$ cat config.mk
export PLATFORM = sky130hd
export DESIGN_NAME = shiftload_unit
export DESIGN_NICKNAME = d
export VERILOG_FILES = /design/src/shiftload_pkg.sv /design/src/shiftload_regfile.sv /design/src/shiftload_unit.sv
export VERILOG_INCLUDE_DIRS = /design/src
export SDC_FILE = /design/constraint.sdc
export NUM_CORES = 2
export LEC_CHECK = 0
export BUFFER_PORTS_ARGS = -buffer_cell sky130_fd_sc_hd__buf_2
export CORE_ASPECT_RATIO = 1.4
export CORE_MARGIN = 4
export CORE_UTILIZATION = 28
export CTS_CLUSTER_DIAMETER = 60
export DETAILED_ROUTE_END_ITERATION = 12
export GPL_TIMING_DRIVEN = 0
export PLACE_DENSITY = 0.43
export SYNTH_ARGS = -nofsm -noshare
export SYNTH_HDL_FRONTEND = slang
export SYNTH_SLANG_ARGS = --single-unit
$ cat constraint.sdc
create_clock -name SYS_CLK -period 13.8 [get_ports SYS_CLK]
set_input_delay 2.07 -clock SYS_CLK [delete_from_list [all_inputs] [get_ports SYS_CLK]]
set_output_delay 2.07 -clock SYS_CLK [all_outputs]
set_load 0.005 [all_outputs]
$ cat src/shiftload_params.svh
// constants for the user-rights load and logical shift unit
`ifndef SHIFTLOAD_PARAMS_SVH
`define SHIFTLOAD_PARAMS_SVH

// ----------------------------------------------------------------
// encoding, datapath and reset constants
// ----------------------------------------------------------------
`define HW_LOAD_HI 12'hF93
`define WD_LOAD_HI 12'hF85
`define USER_SUFFIX 4'hE
`define PC_REG 4'hF
`define SP_REG 4'hD
`define SHL16_OP 5'h00
`define SHR16_OP 5'h01
`define SHLR16_OP 10'h102
`define SHI32_HI 11'h752
`define SHI32_MASK 4'hF
`define SHLR32_HI 11'h7D0
`define SR_SHL 2'h0
`define SR_SHR 2'h1
`define RESULT_MSB 31
`define AMT_BITS 8
`define FLAGS_RESET 4'h0

`endif

$ cat src/shiftload_pkg.sv
// types for the user-rights load and logical shift unit
package shiftload_pkg;
	typedef enum {
		OP_NONE,
		OP_HALF_USER,
		OP_WORD_USER,
		OP_HALF_PCREL,
		OP_WORD_PCREL,
		OP_MOVE,
		OP_SHL_IMM,
		OP_SHR_IMM,
		OP_SHL_REG
	} op_t;
	typedef enum {ST_IDLE, ST_LOAD} state_t;
endpackage : shiftload_pkg

$ cat src/shiftload_regfile.sv
// sixteen-word register bank with registered read ports
`timescale 1ns/100ps
module shiftload_regfile #(
	parameter int WIDTH = 32
) (
	input wire logic clk, // clock
	input wire logic we, // write enable
	input wire logic [3:0] waddr, // write index
	input wire logic [WIDTH-1:0] wdata, // write data
	input wire logic [3:0] raddr_a, // read index a
	input wire logic [3:0] raddr_b, // read index b
	output logic [WIDTH-1:0] rdata_a, // registered data a
	output logic [WIDTH-1:0] rdata_b // registered data b
);
	logic [WIDTH-1:0] mem [16];

	always_ff @(posedge clk) begin
		if (we) begin
			mem[waddr] <= wdata;
		end
	end

	always_ff @(posedge clk) begin
		rdata_a <= mem[raddr_a];
		rdata_b <= mem[raddr_b];
	end
endmodule : shiftload_regfile

$ cat src/shiftload_unit.sv
// decoder and executor for user-rights loads and logical shifts
`timescale 1ns/100ps
`include "shiftload_params.svh"
module shiftload_unit (
	input wire logic SYS_CLK, // 40 MHz clock
	input wire logic RST, // async reset, high
	input wire logic INSTR_VALID, // instruction strobe, one cycle
	input wire logic [31:0] INSTR, // hw1 in 31:16, hw2 in 15:0
	input wire logic IS_WIDE, // 32-bit encoding
	input wire logic COND_PASS, // condition check passed
	input wire logic INSIDE_CONDITIONAL_BLOCK, // inside conditional block
	input wire logic [31:0] PC_VALUE, // current PC
	input wire logic [3:0] WR_IDX, // software register write index
	input wire logic [31:0] WR_DATA, // software register write data
	input wire logic WR_EN, // software register write strobe
	input wire logic MEM_READY, // memory read answer strobe
	input wire logic [31:0] MEM_RDATA, // memory read data
	output logic MEM_REQ, // memory read request
	output logic [31:0] MEM_ADDR, // memory address
	output logic [1:0] MEM_SIZE, // 1 half, 2 word
	output logic MEM_USER_RIGHTS, // unprivileged checks
	output logic RES_VALID, // result written pulse
	output logic [3:0] RES_IDX, // destination index
	output logic [31:0] RES_DATA, // destination value
	output logic BUSY, // load waiting for memory answer
	output logic [3:0] APPLICATION_STATUS_WORD // N Z C V
);
	// ----------------------------------------------------------------
	// decode
	// ----------------------------------------------------------------
	shiftload_pkg::op_t op;
	logic [15:0] hw1;
	logic [15:0] hw2;
	logic [3:0] dst;
	logic [3:0] src_a;
	logic [3:0] src_b;
	logic [4:0] shift_amount_field;
	logic [7:0] byte_offset_field;
	logic [11:0] imm12;
	logic set_flags;
	logic dec_user;

	assign hw1 = INSTR[31:16];
	assign hw2 = INSTR[15:0];
	assign byte_offset_field = hw2[7:0];
	assign imm12 = hw2[11:0];

	always_comb begin
		op = shiftload_pkg::OP_NONE;
		dst = 4'h0;
		src_a = 4'h0;
		src_b = 4'h0;
		shift_amount_field = 5'h00;
		set_flags = 1'b0;
		dec_user = 1'b0;
		if (IS_WIDE) begin
			dst = hw2[15:12];
			src_a = hw1[3:0];
			if (hw1[15:4] == `HW_LOAD_HI && hw2[11:8] == `USER_SUFFIX) begin
				if (hw1[3:0] == `PC_REG) begin
					op = shiftload_pkg::OP_HALF_PCREL;
				end else begin
					op = shiftload_pkg::OP_HALF_USER;
					dec_user = 1'b1;
				end
			end else if (hw1[15:4] == `WD_LOAD_HI
					&& hw2[11:8] == `USER_SUFFIX) begin
				if (hw1[3:0] == `PC_REG) begin
					op = shiftload_pkg::OP_WORD_PCREL;
				end else begin
					op = shiftload_pkg::OP_WORD_USER;
					dec_user = 1'b1;
				end
			end else if (hw1[15:5] == `SHI32_HI && hw1[3:0] == `SHI32_MASK
					&& hw2[15] == 1'b0) begin
				dst = hw2[11:8];
				src_a = hw2[3:0];
				set_flags = hw1[4];
				shift_amount_field = {hw2[14:12], hw2[7:6]};
				if (hw2[5:4] == `SR_SHL) begin
					op = (shift_amount_field == 5'h00) ?
						shiftload_pkg::OP_MOVE : shiftload_pkg::OP_SHL_IMM;
				end else if (hw2[5:4] == `SR_SHR) begin
					op = shiftload_pkg::OP_SHR_IMM;
				end
			end else if (hw1[15:5] == `SHLR32_HI && hw2[15:12] == 4'hF
					&& hw2[7:4] == 4'h0) begin
				dst = hw2[11:8];
				src_a = hw1[3:0];
				src_b = hw2[3:0];
				set_flags = hw1[4];
				op = shiftload_pkg::OP_SHL_REG;
			end
		end else begin
			set_flags = ~INSIDE_CONDITIONAL_BLOCK;
			dst = {1'b0, hw1[2:0]};
			src_a = {1'b0, hw1[5:3]};
			shift_amount_field = hw1[10:6];
			if (hw1[15:11] == `SHL16_OP) begin
				if (shift_amount_field == 5'h00) begin
					op = shiftload_pkg::OP_MOVE;
					set_flags = 1'b0;
				end else begin
					op = shiftload_pkg::OP_SHL_IMM;
				end
			end else if (hw1[15:11] == `SHR16_OP) begin
				op = shiftload_pkg::OP_SHR_IMM;
			end else if (hw1[15:6] == `SHLR16_OP) begin
				src_a = {1'b0, hw1[2:0]};
				src_b = {1'b0, hw1[5:3]};
				op = shiftload_pkg::OP_SHL_REG;
			end
		end
	end

	// ----------------------------------------------------------------
	// shifter functions
	// ----------------------------------------------------------------
	// returns {carry, result}; amount 0 keeps value and carry
	function automatic logic [32:0] shl_c(input logic [31:0] v,
			input logic [7:0] n, input logic c_in);
		logic [63:0] ext;
		ext = 64'h0;
		if (n == 8'h00) begin
			shl_c = {c_in, v};
		end else if (n > 8'h20) begin
			shl_c = 33'h0;
		end else begin
			ext = {32'h0, v} << n;
			shl_c = {ext[32], ext[31:0]};
		end
	endfunction : shl_c

	function automatic logic [32:0] shr_c(input logic [31:0] v,
			input logic [5:0] n);
		logic [63:0] ext;
		ext = {v, 32'h0} >> n;
		shr_c = {ext[31], ext[63:32]};
	endfunction : shr_c

	// ----------------------------------------------------------------
	// pipeline: decode stage registers, then execute on read data
	// ----------------------------------------------------------------
	logic [31:0] rd_a;
	logic [31:0] rd_b;
	logic we;
	logic [3:0] we_idx;
	logic [31:0] we_data;
	shiftload_pkg::state_t state_r;
	logic ex_r;
	shiftload_pkg::op_t op_r;
	logic [3:0] dst_r;
	logic [4:0] amt_r;
	logic [7:0] off_r;
	logic [11:0] imm12_r;
	logic [31:0] pc_r;
	logic flags_r;
	logic user_r;
	logic [32:0] sh;
	logic [3:0] flags_nxt;

	assign we = WR_EN | (RES_VALID & ~BUSY);
	assign we_idx = WR_EN ? WR_IDX : RES_IDX;
	assign we_data = WR_EN ? WR_DATA : RES_DATA;

	shiftload_regfile #(.WIDTH(32)) u_regs (
		.clk(SYS_CLK),
		.we(we),
		.waddr(we_idx),
		.wdata(we_data),
		.raddr_a(src_a),
		.raddr_b(src_b),
		.rdata_a(rd_a),
		.rdata_b(rd_b)
	);

	always_ff @(posedge SYS_CLK or posedge RST) begin
		if (RST) begin
			ex_r <= 1'b0;
			op_r <= shiftload_pkg::OP_NONE;
			dst_r <= 4'h0;
			amt_r <= 5'h00;
			off_r <= 8'h00;
			imm12_r <= 12'h000;
			pc_r <= 32'h0;
			flags_r <= 1'b0;
			user_r <= 1'b0;
		end else begin
			ex_r <= INSTR_VALID & COND_PASS & ~BUSY
				& (op != shiftload_pkg::OP_NONE);
			op_r <= op;
			dst_r <= dst;
			amt_r <= shift_amount_field;
			off_r <= byte_offset_field;
			imm12_r <= imm12;
			pc_r <= PC_VALUE;
			flags_r <= set_flags;
			user_r <= dec_user;
		end
	end

	always_comb begin
		sh = {APPLICATION_STATUS_WORD[1], rd_a};
		case (op_r)
			shiftload_pkg::OP_SHL_IMM: sh = shl_c(rd_a, {3'h0, amt_r},
				APPLICATION_STATUS_WORD[1]);
			shiftload_pkg::OP_SHR_IMM: sh = shr_c(rd_a,
				(amt_r == 5'h00) ? 6'h20 : {1'b0, amt_r});
			shiftload_pkg::OP_SHL_REG: sh = shl_c(rd_a,
				rd_b[`AMT_BITS-1:0], APPLICATION_STATUS_WORD[1]);
			default: sh = {APPLICATION_STATUS_WORD[1], rd_a};
		endcase
	end

	// ----------------------------------------------------------------
	// memory request and load completion
	// ----------------------------------------------------------------
	logic is_load;
	assign is_load = (op_r == shiftload_pkg::OP_HALF_USER)
		|| (op_r == shiftload_pkg::OP_WORD_USER)
		|| (op_r == shiftload_pkg::OP_HALF_PCREL)
		|| (op_r == shiftload_pkg::OP_WORD_PCREL);

	logic half_r;
	logic [3:0] ld_dst_r;

	always_ff @(posedge SYS_CLK or posedge RST) begin
		if (RST) begin
			state_r <= shiftload_pkg::ST_IDLE;
			MEM_REQ <= 1'b0;
			MEM_ADDR <= 32'h0;
			MEM_SIZE <= 2'h0;
			MEM_USER_RIGHTS <= 1'b0;
			half_r <= 1'b0;
			ld_dst_r <= 4'h0;
			BUSY <= 1'b0;
		end else begin
			MEM_REQ <= 1'b0;
			case (state_r)
				shiftload_pkg::ST_IDLE: begin
					if (ex_r && is_load) begin
						MEM_REQ <= 1'b1;
						if (op_r == shiftload_pkg::OP_HALF_PCREL
								|| op_r == shiftload_pkg::OP_WORD_PCREL) begin
							MEM_ADDR <= {pc_r[31:2], 2'h0} + {20'h0, imm12_r};
						end else begin
							MEM_ADDR <= rd_a + {24'h0, off_r};
						end
						MEM_SIZE <= (op_r == shiftload_pkg::OP_HALF_USER
							|| op_r == shiftload_pkg::OP_HALF_PCREL) ? 2'h1 : 2'h2;
						half_r <= (op_r == shiftload_pkg::OP_HALF_USER
							|| op_r == shiftload_pkg::OP_HALF_PCREL);
						MEM_USER_RIGHTS <= user_r;
						ld_dst_r <= dst_r;
						BUSY <= 1'b1;
						state_r <= shiftload_pkg::ST_LOAD;
					end
				end
				shiftload_pkg::ST_LOAD: begin
					if (MEM_READY) begin
						BUSY <= 1'b0;
						state_r <= shiftload_pkg::ST_IDLE;
					end
				end
				default: state_r <= shiftload_pkg::ST_IDLE;
			endcase
		end
	end

	// ----------------------------------------------------------------
	// result write and flags
	// ----------------------------------------------------------------
	always_ff @(posedge SYS_CLK or posedge RST) begin
		if (RST) begin
			RES_VALID <= 1'b0;
			RES_IDX <= 4'h0;
			RES_DATA <= 32'h0;
		end else begin
			RES_VALID <= 1'b0;
			if (state_r == shiftload_pkg::ST_LOAD && MEM_READY) begin
				RES_VALID <= 1'b1;
				RES_IDX <= ld_dst_r;
				RES_DATA <= half_r ? {{16{MEM_RDATA[15]}}, MEM_RDATA[15:0]}
					: MEM_RDATA;
			end else if (ex_r && !is_load) begin
				RES_VALID <= 1'b1;
				RES_IDX <= dst_r;
				RES_DATA <= sh[31:0];
			end
		end
	end

	always_comb begin
		flags_nxt = APPLICATION_STATUS_WORD;
		if (ex_r && !is_load && flags_r) begin
			flags_nxt = {sh[`RESULT_MSB], (sh[31:0] == 32'h0), sh[32],
				APPLICATION_STATUS_WORD[0]};
		end
	end

	always_ff @(posedge SYS_CLK or posedge RST) begin
		if (RST) begin
			APPLICATION_STATUS_WORD <= `FLAGS_RESET;
		end else begin
			APPLICATION_STATUS_WORD <= flags_nxt;
		end
	end

	// ----------------------------------------------------------------
	// checks
	// ----------------------------------------------------------------
	chk_overflow_kept: assert property (@(posedge SYS_CLK) disable iff (RST)
		APPLICATION_STATUS_WORD[0] == $past(APPLICATION_STATUS_WORD[0]))
		else $error("overflow flag changed");
	chk_fail_no_req: assert property (@(posedge SYS_CLK) disable iff (RST)
		INSTR_VALID && !COND_PASS && !BUSY |-> ##2 !MEM_REQ)
		else $error("memory request after failed condition");
	chk_user_half_req: assert property (@(posedge SYS_CLK) disable iff (RST)
		MEM_REQ && MEM_SIZE == 2'h1 && MEM_USER_RIGHTS |-> !BUSY == 1'b0)
		else $error("half load request without busy");
	chk_half_sign: assert property (@(posedge SYS_CLK) disable iff (RST)
		state_r == shiftload_pkg::ST_LOAD && MEM_READY && half_r |=>
		RES_VALID && RES_DATA[31:16] == {16{RES_DATA[15]}})
		else $error("half load not sign-extended");
	chk_word_pass: assert property (@(posedge SYS_CLK) disable iff (RST)
		state_r == shiftload_pkg::ST_LOAD && MEM_READY && !half_r |=>
		RES_DATA == $past(MEM_RDATA))
		else $error("word load altered");
	chk_zero_flag: assert property (@(posedge SYS_CLK) disable iff (RST)
		ex_r && !is_load && flags_r |=>
		APPLICATION_STATUS_WORD[2] == (RES_DATA == 32'h0)
		&& APPLICATION_STATUS_WORD[3] == RES_DATA[31])
		else $error("N or Z flag wrong");
	chk_no_flag_upd: assert property (@(posedge SYS_CLK) disable iff (RST)
		ex_r && !flags_r |=> $stable(APPLICATION_STATUS_WORD))
		else $error("flags changed without update");
	chk_shr32_zero: assert property (@(posedge SYS_CLK) disable iff (RST)
		ex_r && op_r == shiftload_pkg::OP_SHR_IMM && amt_r == 5'h00 |=>
		RES_DATA == 32'h0)
		else $error("right shift by 32 not zero");
endmodule : shiftload_unit

## Yosys cells after proc, flatten, opt, wreduce, memory -nomap -nowiden

Memory sizes are Yosys's and may differ from the RTL's. A register that Yosys moved wholly into a read port is not among the register bits.
Cells that the tools add are included.

| storage, ports and cells | value |
|---|---|
| register bits | 210 |
| memory bits (writable) | 512 |
| bits of input ports | 140 |
| output and inout bits | 78 |
| memories | 1 |

| cells by class | value |
|---|---|
| add/subtract/negate cells | 2 |
| order comparisons | 1 |
| equal/unequal tests | 23 |
| shifts and indexed selects | 3 |
| muxes and demuxes | 75 |
| bitwise logic cells | 8 |
| reduce and logical (&&, ||, !) cells | 33 |

Memories:

| memory | words | width | rd ports | clocked after Yosys merged registers in | wr ports | RTL line | RTL |
|---|---|---|---|---|---|---|---|
| u_regs.mem | 16 | 32 | 2 | 2 | 1 | shiftload_regfile.sv:15 | `logic [WIDTH-1:0] mem [16];` |

Operator list:

| cell | number |
|---|---|
| $mux 32 | 12 |
| $eq 32x3->1 const B | 4 |
| $mux 33 | 3 |
| $pmux 33 s3 | 1 |
| $mux 4 | 20 |
| $eq 32x2->1 const B | 2 |
| $eq 32x4->1 const B | 2 |
| $logic_not 32->1 | 2 |
| $pmux 32 s2 | 1 |
| $shr 64x6->64 | 1 |
| $shl 32x5->33 | 1 |
| $shl 32x8->33 | 1 |
| $add 32x12->32 | 1 |
| $add 32x8->32 | 1 |
| $eq 32x1->1 const B | 1 |
| $reduce_bool 32->1 | 1 |
| $mux 3 | 9 |
| $eq 12x12->1 const B | 2 |
| $eq 11x11->1 const B | 2 |
| $logic_not 5->1 | 4 |
| $mux 5 | 4 |
| $mux 1 | 19 |
| $eq 4x4->1 const B | 3 |
| $eq 10x9->1 const B | 1 |
| 21 further kinds | 47 |

## Logic depth before layout (Yosys ltp)

| logic depth | value |
|---|---|
| word-level depth | 10 |
| depth in mapped cells | 15 |
| mapped depth without buffers | 12 |

## By module

A second synthesis with hierarchy kept.

| second synthesis, totals | value |
|---|---|
| cells, all modules | 2858 |
| area, all modules | 39108.8 um^2 |

By module, submodules not included:

| module | times used | cells each | area an instance (um^2) |
|---|---|---|---|
| shiftload_regfile | 1 | 1141 | 24188.2 |
| shiftload_unit | 1 | 1717 | 14920.6 |

## Worst setup path before layout

No wires, ideal clock.

| path | value |
|---|---|
| path kind | input to register |
| start | in INSTR[23] |
| end | reg u_regs.rdata_a[10], read port of u_regs.mem |
| data arrival time | 4.691 ns |
| data required time | 13.680 ns |
| setup slack | 8.989 ns |
| cell stages on the path | 12 |
| path buffers | 3 |
| cell sequence | nor4_1 -> nand2_1 -> or3_1 -> clkbuf_1 -> o21ai_0 -> nand2_1 -> a22oi_1 -> buf_2 -> buf_2 -> mux4_2 -> a22oi_1 -> nand2_1 |

| on the way | value |
|---|---|
| longest elaborated chain between the ends | 7 |
| elaborated cells between the ends (all ways) | 15 |
| those cells by class | 4 x eq/ne; 7 x mux; 4 x reduce/logical |

Ends and longest elaborated chain:

| what | RTL line | RTL |
|---|---|---|
| start: declaration | shiftload_unit.sv:8 | `input wire logic [31:0] INSTR,` |
| $eq 11x11->1 (no line) | -- |  |
| $logic_and 1x1->1 (no line) | -- |  |
| $logic_and 1x1->1 | shiftload_unit.sv:74 | `` end else if (hw1[15:5] == `SHI32_HI && hw1[3:0] == `SHI32_MASK `` |
| $mux 4 | shiftload_unit.sv:74 |  |
| $mux 4 | shiftload_unit.sv:66 | `` end else if (hw1[15:4] == `WD_LOAD_HI `` |
| $mux 4 | shiftload_unit.sv:59 | `` if (hw1[15:4] == `HW_LOAD_HI && hw2[11:8] == `USER_SUFFIX) begin `` |
| $mux 4 * | shiftload_unit.sv:56 | `if (IS_WIDE) begin` |
| end: declaration | shiftload_regfile.sv:12 | `output logic [WIDTH-1:0] rdata_a,` |

Every way passes the cells marked *; elsewhere a longest branch is shown, timed or not.
A chain may end at the register's enable or synchronous reset.

## Worst setup path after layout

| path | value |
|---|---|
| start | in INSTR[24] |
| end | reg u_regs.rdata_a[28], read port of u_regs.mem |

The elaborated chain is that of the path after synthesis.

==> impl_metrics.csv <==
group,metric,value,unit
cts,cts_htree_levels,3,
cts,cts_buffer_depth,3,
final_layout,antenna_cells,0,
power_and_ir_drop,clock_power_share,0.346,
power_and_ir_drop,power.net_switching,2.04,mW
power_and_ir_drop,combPwrFrac,0.218,
route,dr.pass1.iters,6,
power_and_ir_drop,p_int,4.24,mW
worst_setup_path,critical_path_buf_inv_count,4,
route,wl_per_cell,35.0,um
power_and_ir_drop,switching_share,0.325,
grt,grt_pass1_wl,232000,um
route,ant_nets,0,
logic_synthesis,yosys-top-cells-area,"edfxtp_1, mux4_2, dfrtp_1, mux2i_1, mux2_2",
cts,post_cts_buffers,0,
worst_setup_path,critical_path_required,14.37,ns
run_status,outcome,"complete, no violations",
place,hpwl,124000,um
power_and_ir_drop,power.density,149,nW/um2
final_layout,nets,3246,
route,route.vias.total,27500,
cts,cts.root.buffer_cell,"clkbuf_16",
sta,clock_skew,0.0229,ns
grt,met3_usage,0.0431,
logic_synthesis,synth_edf_count,512,
power_and_ir_drop,total_leakage_power,14.7,nW
job,max_cap_violations,0,
sta,tightest_slew,1.41,ns
sta,fmax,172,MHz
floorplanning,start_util,0.283,
sta,drv_slew,0,
final_layout,multiInputGateArea,15100,um2
cts,cts_hold_buf,0,
floorplanning,core-area,126000,um2
logic_synthesis,synth_ff_type,"edfxtp_1",
power_and_ir_drop,seqPwrFrac,0.437,
sta,relSlewSlack,0.0539,
grt,grt_max_degree,111,
worst_setup_path,critical-path-slowest-cell,"clkbuf_1",
final_layout,drive_gt1_frac,0.235,
logic_synthesis,yosysMostFrequentCell,"edfxtp_1",
logic_synthesis,yosys_warnings,0,
sta,final-setup-viol-count,0,
logic_synthesis,synth_area,35700,um2
grt,grtUsageMet2,0.417,
logic_synthesis,synth-seq-cells,691,
floorplanning,dieArea,133000,um2
place,gp_congestion,1.04,
logic_synthesis,synthDistinctLibCells,87,
cts,cts.clk_slew.worst_paths,0.06,ns
power_and_ir_drop,ir_drop,0.0856,mV
worst_setup_path,cp_max_fo,10,
sta,min_period,5.81,ns
worst_hold_path,min_path_type,"reg2reg",
worst_setup_path,critPathTopFamily,"buffers and inverters",
final_layout,fillers,12700,
logic_synthesis,synth_nets,2926,
worst_setup_path,cpMostUsedCell,"nand2_1",
grt,grt.overflow.total,0,
logic_synthesis,synthCells,2766,
worst_setup_path,endpoint_kind,"flip-flop",
worst_setup_path,crit_arrival,6.38,ns
final_layout,final_util,0.333,
grt,grt_use_total,0.249,
worst_setup_path,crit_type,"in2reg",
cts,cts_tree,"done",
floorplanning,die_x,310,um
worst_setup_path,r2r_start,"amt_r[3]",
sta,hold_violations,0,
route,vias_per_cell,5.73,
cts,clock-sinks,691,
grt,grt.busiest_layer,"met2",
worst_hold_path,min_from,"user_r",
worst_setup_path,path_cells,"buf_2, nor4_1, nand2_1, or3_1, clkbuf_1, o21ai_0, nand2_1, a22oi_1, clkbuf_1, buf_2, mux4_2, a22oi_1, nand2_1",
worst_setup_path,cpPeakStageDelay,0.94,ns
grt,antenna_found_initial,16,
cts,clk_latency,0.70,ns
sta,rsz0062_at_grt,"false",
floorplanning,num_rows,154,
sta,hold_slack,0.453,ns
route,wirelength,168000,um
route,drc,0,
logic_synthesis,async_reset_ff_frac,0.201,
cts,numCtsBuffers,79,
floorplanning,die_y,430,um
final_layout,syn_to_final_growth,17.9,%
grt,grt_pass1_vias,28400,
logic_synthesis,synth_top_cell_area_share,0.431,
cts,ctsResizeCount,0,
sta,timing.final.crit_share,0.421,
sta,fin_setup_tns,0,ns
place,io_buffers,213,
route,drtIter0Drc,2732,
logic_synthesis,yosys-top-cells-count,"edfxtp_1, nand2_1, mux4_2",
floorplanning,ioPinCount,218,
logic_synthesis,yosysTopAreaCell,"edfxtp_1",
grt,grtUsageMet1,0.311,
logic_synthesis,ys_seq_area_frac,0.551,
worst_setup_path,startpoint_type,"input pin",
logic_synthesis,syn_area_per_cell,12.9,um2
final_layout,ff_latch_area,19700,um2
worst_setup_path,startpoint,"INSTR[24]",
[final cells by class]
class / instances / area share
buffer: 232 / 0.0232
clock buffer: 101 / 0.0504
clock inverter: 47 / 0.0134
inverter: 38 / 0.00357
multi-input combinational: 1805 / 0.358
sequential: 691 / 0.467
tap: 1638 / 0.0487
timing repair buffer: 239 / 0.0352
[routing by layer]
layer | vias up | wire length, um
li1 | 11500 | -
met1 | 14300 | 67900
met2 | 1227 | 80800
met3 | 348 | 9790
met4 | 6 | 9330
met5 | - | 43
[sequential cells by signal, summed over array words and instances, names as in the netlist, 5 cells and up]
signal and flops:
pc_r 30, u_regs.rdata_a 32, imm12_r 12, RES_DATA 32, u_regs.rdata_b 8, u_regs.mem 512
amt_r 5, MEM_ADDR 32
[stage by stage]
stage / instances / worst slack (ns) / power, mW / cell area, um2
5_1_grt: 4791 / 7.62 / 6.51 / 42100
3_5_place_dp: 4642 / 7.24 / 4.13 / 39400
3_3_place_gp: 4617 / 5.02 / 4.11 / 38800
4_1_cts: 4790 / 8.00 / 6.32 / 42100
2_1_floorplan: 2766 / 8.01 / 3.38 / 35700
6_report: 4791 / 7.99 / 6.27 / 42100
[power groups by stage]
stage	Combinational, mW	Sequential (mW)	Clock [mW]
global route	1.44	2.75	2.31
floorplan	0.724	2.66	0
global placement	1.32	2.79	0
finish	1.37	2.74	2.17
detailed placement	1.34	2.78	0
CTS	1.35	2.74	2.23
[kinds of logic after synthesis]
logic type / after synthesis / synth area share
adders and majority gates: 20 / 0.00743
DFF: 691 / 0.551
xor gates and xnor gates: 50 / 0.0123
buffers and inverters: 270 / 0.0314
and+or+nand+nor: 667 / 0.0885
other: 1 / 0.000105
muxes: 417 / 0.185
AOI/OAI and AO/OA: 650 / 0.125
[tightest hold or removal path, cell delays in order, from the launching register on]
cell,delay [ns]
dfrtp_1,0.33
nand2_1,0.05
nand2_1,0.04
[layout by cell type (no fill, tap or decap), types with 20 or more instances in the layout]
cell | netlist | layout
mux2_2 | 92 | 92
dfrtp_1 | 139 | 139
edfxtp_1 | 512 | 512
nand2_1 | 250 | 250
o221ai_1 | 20 | 20
a22oi_1 | 84 | 84
nor2_1 | 150 | 134
a21oi_1 | 126 | 126
o211ai_1 | 31 | 31
nand3_1 | 48 | 48
xor2_1 | 23 | 23
xnor2_1 | 27 | 27
o21ai_0 | 111 | 110
clkbuf_16 | 0 | 79
dfxtp_1 | 40 | 40
o22ai_1 | 36 | 36
buf_2 | 54 | 269
nor3_1 | 40 | 39
inv_1 | 35 | 34
buf_1 | 21 | 21
mux2i_1 | 141 | 141
mux4_2 | 184 | 184
nor2b_1 | 50 | 50
clkbuf_1 | 148 | 164
a211oi_1 | 73 | 73
[worst paths after layout]
check	end	slack, ns	cells after the start
worst max-delay path	u_regs.rdata_a[28]	7.99	13
worst min-delay path	MEM_USER_RIGHTS	0.45	2
worst max register to register	APPLICATION_STATUS_WORD[2]	8.37	10
worst min register to register	MEM_USER_RIGHTS	0.45	2
max in group asynchronous	RES_DATA[25]	11.52	3
min in group asynchronous	pc_r[7]	1.34	2
No activity file was read; power rests on OpenSTA's default activity.
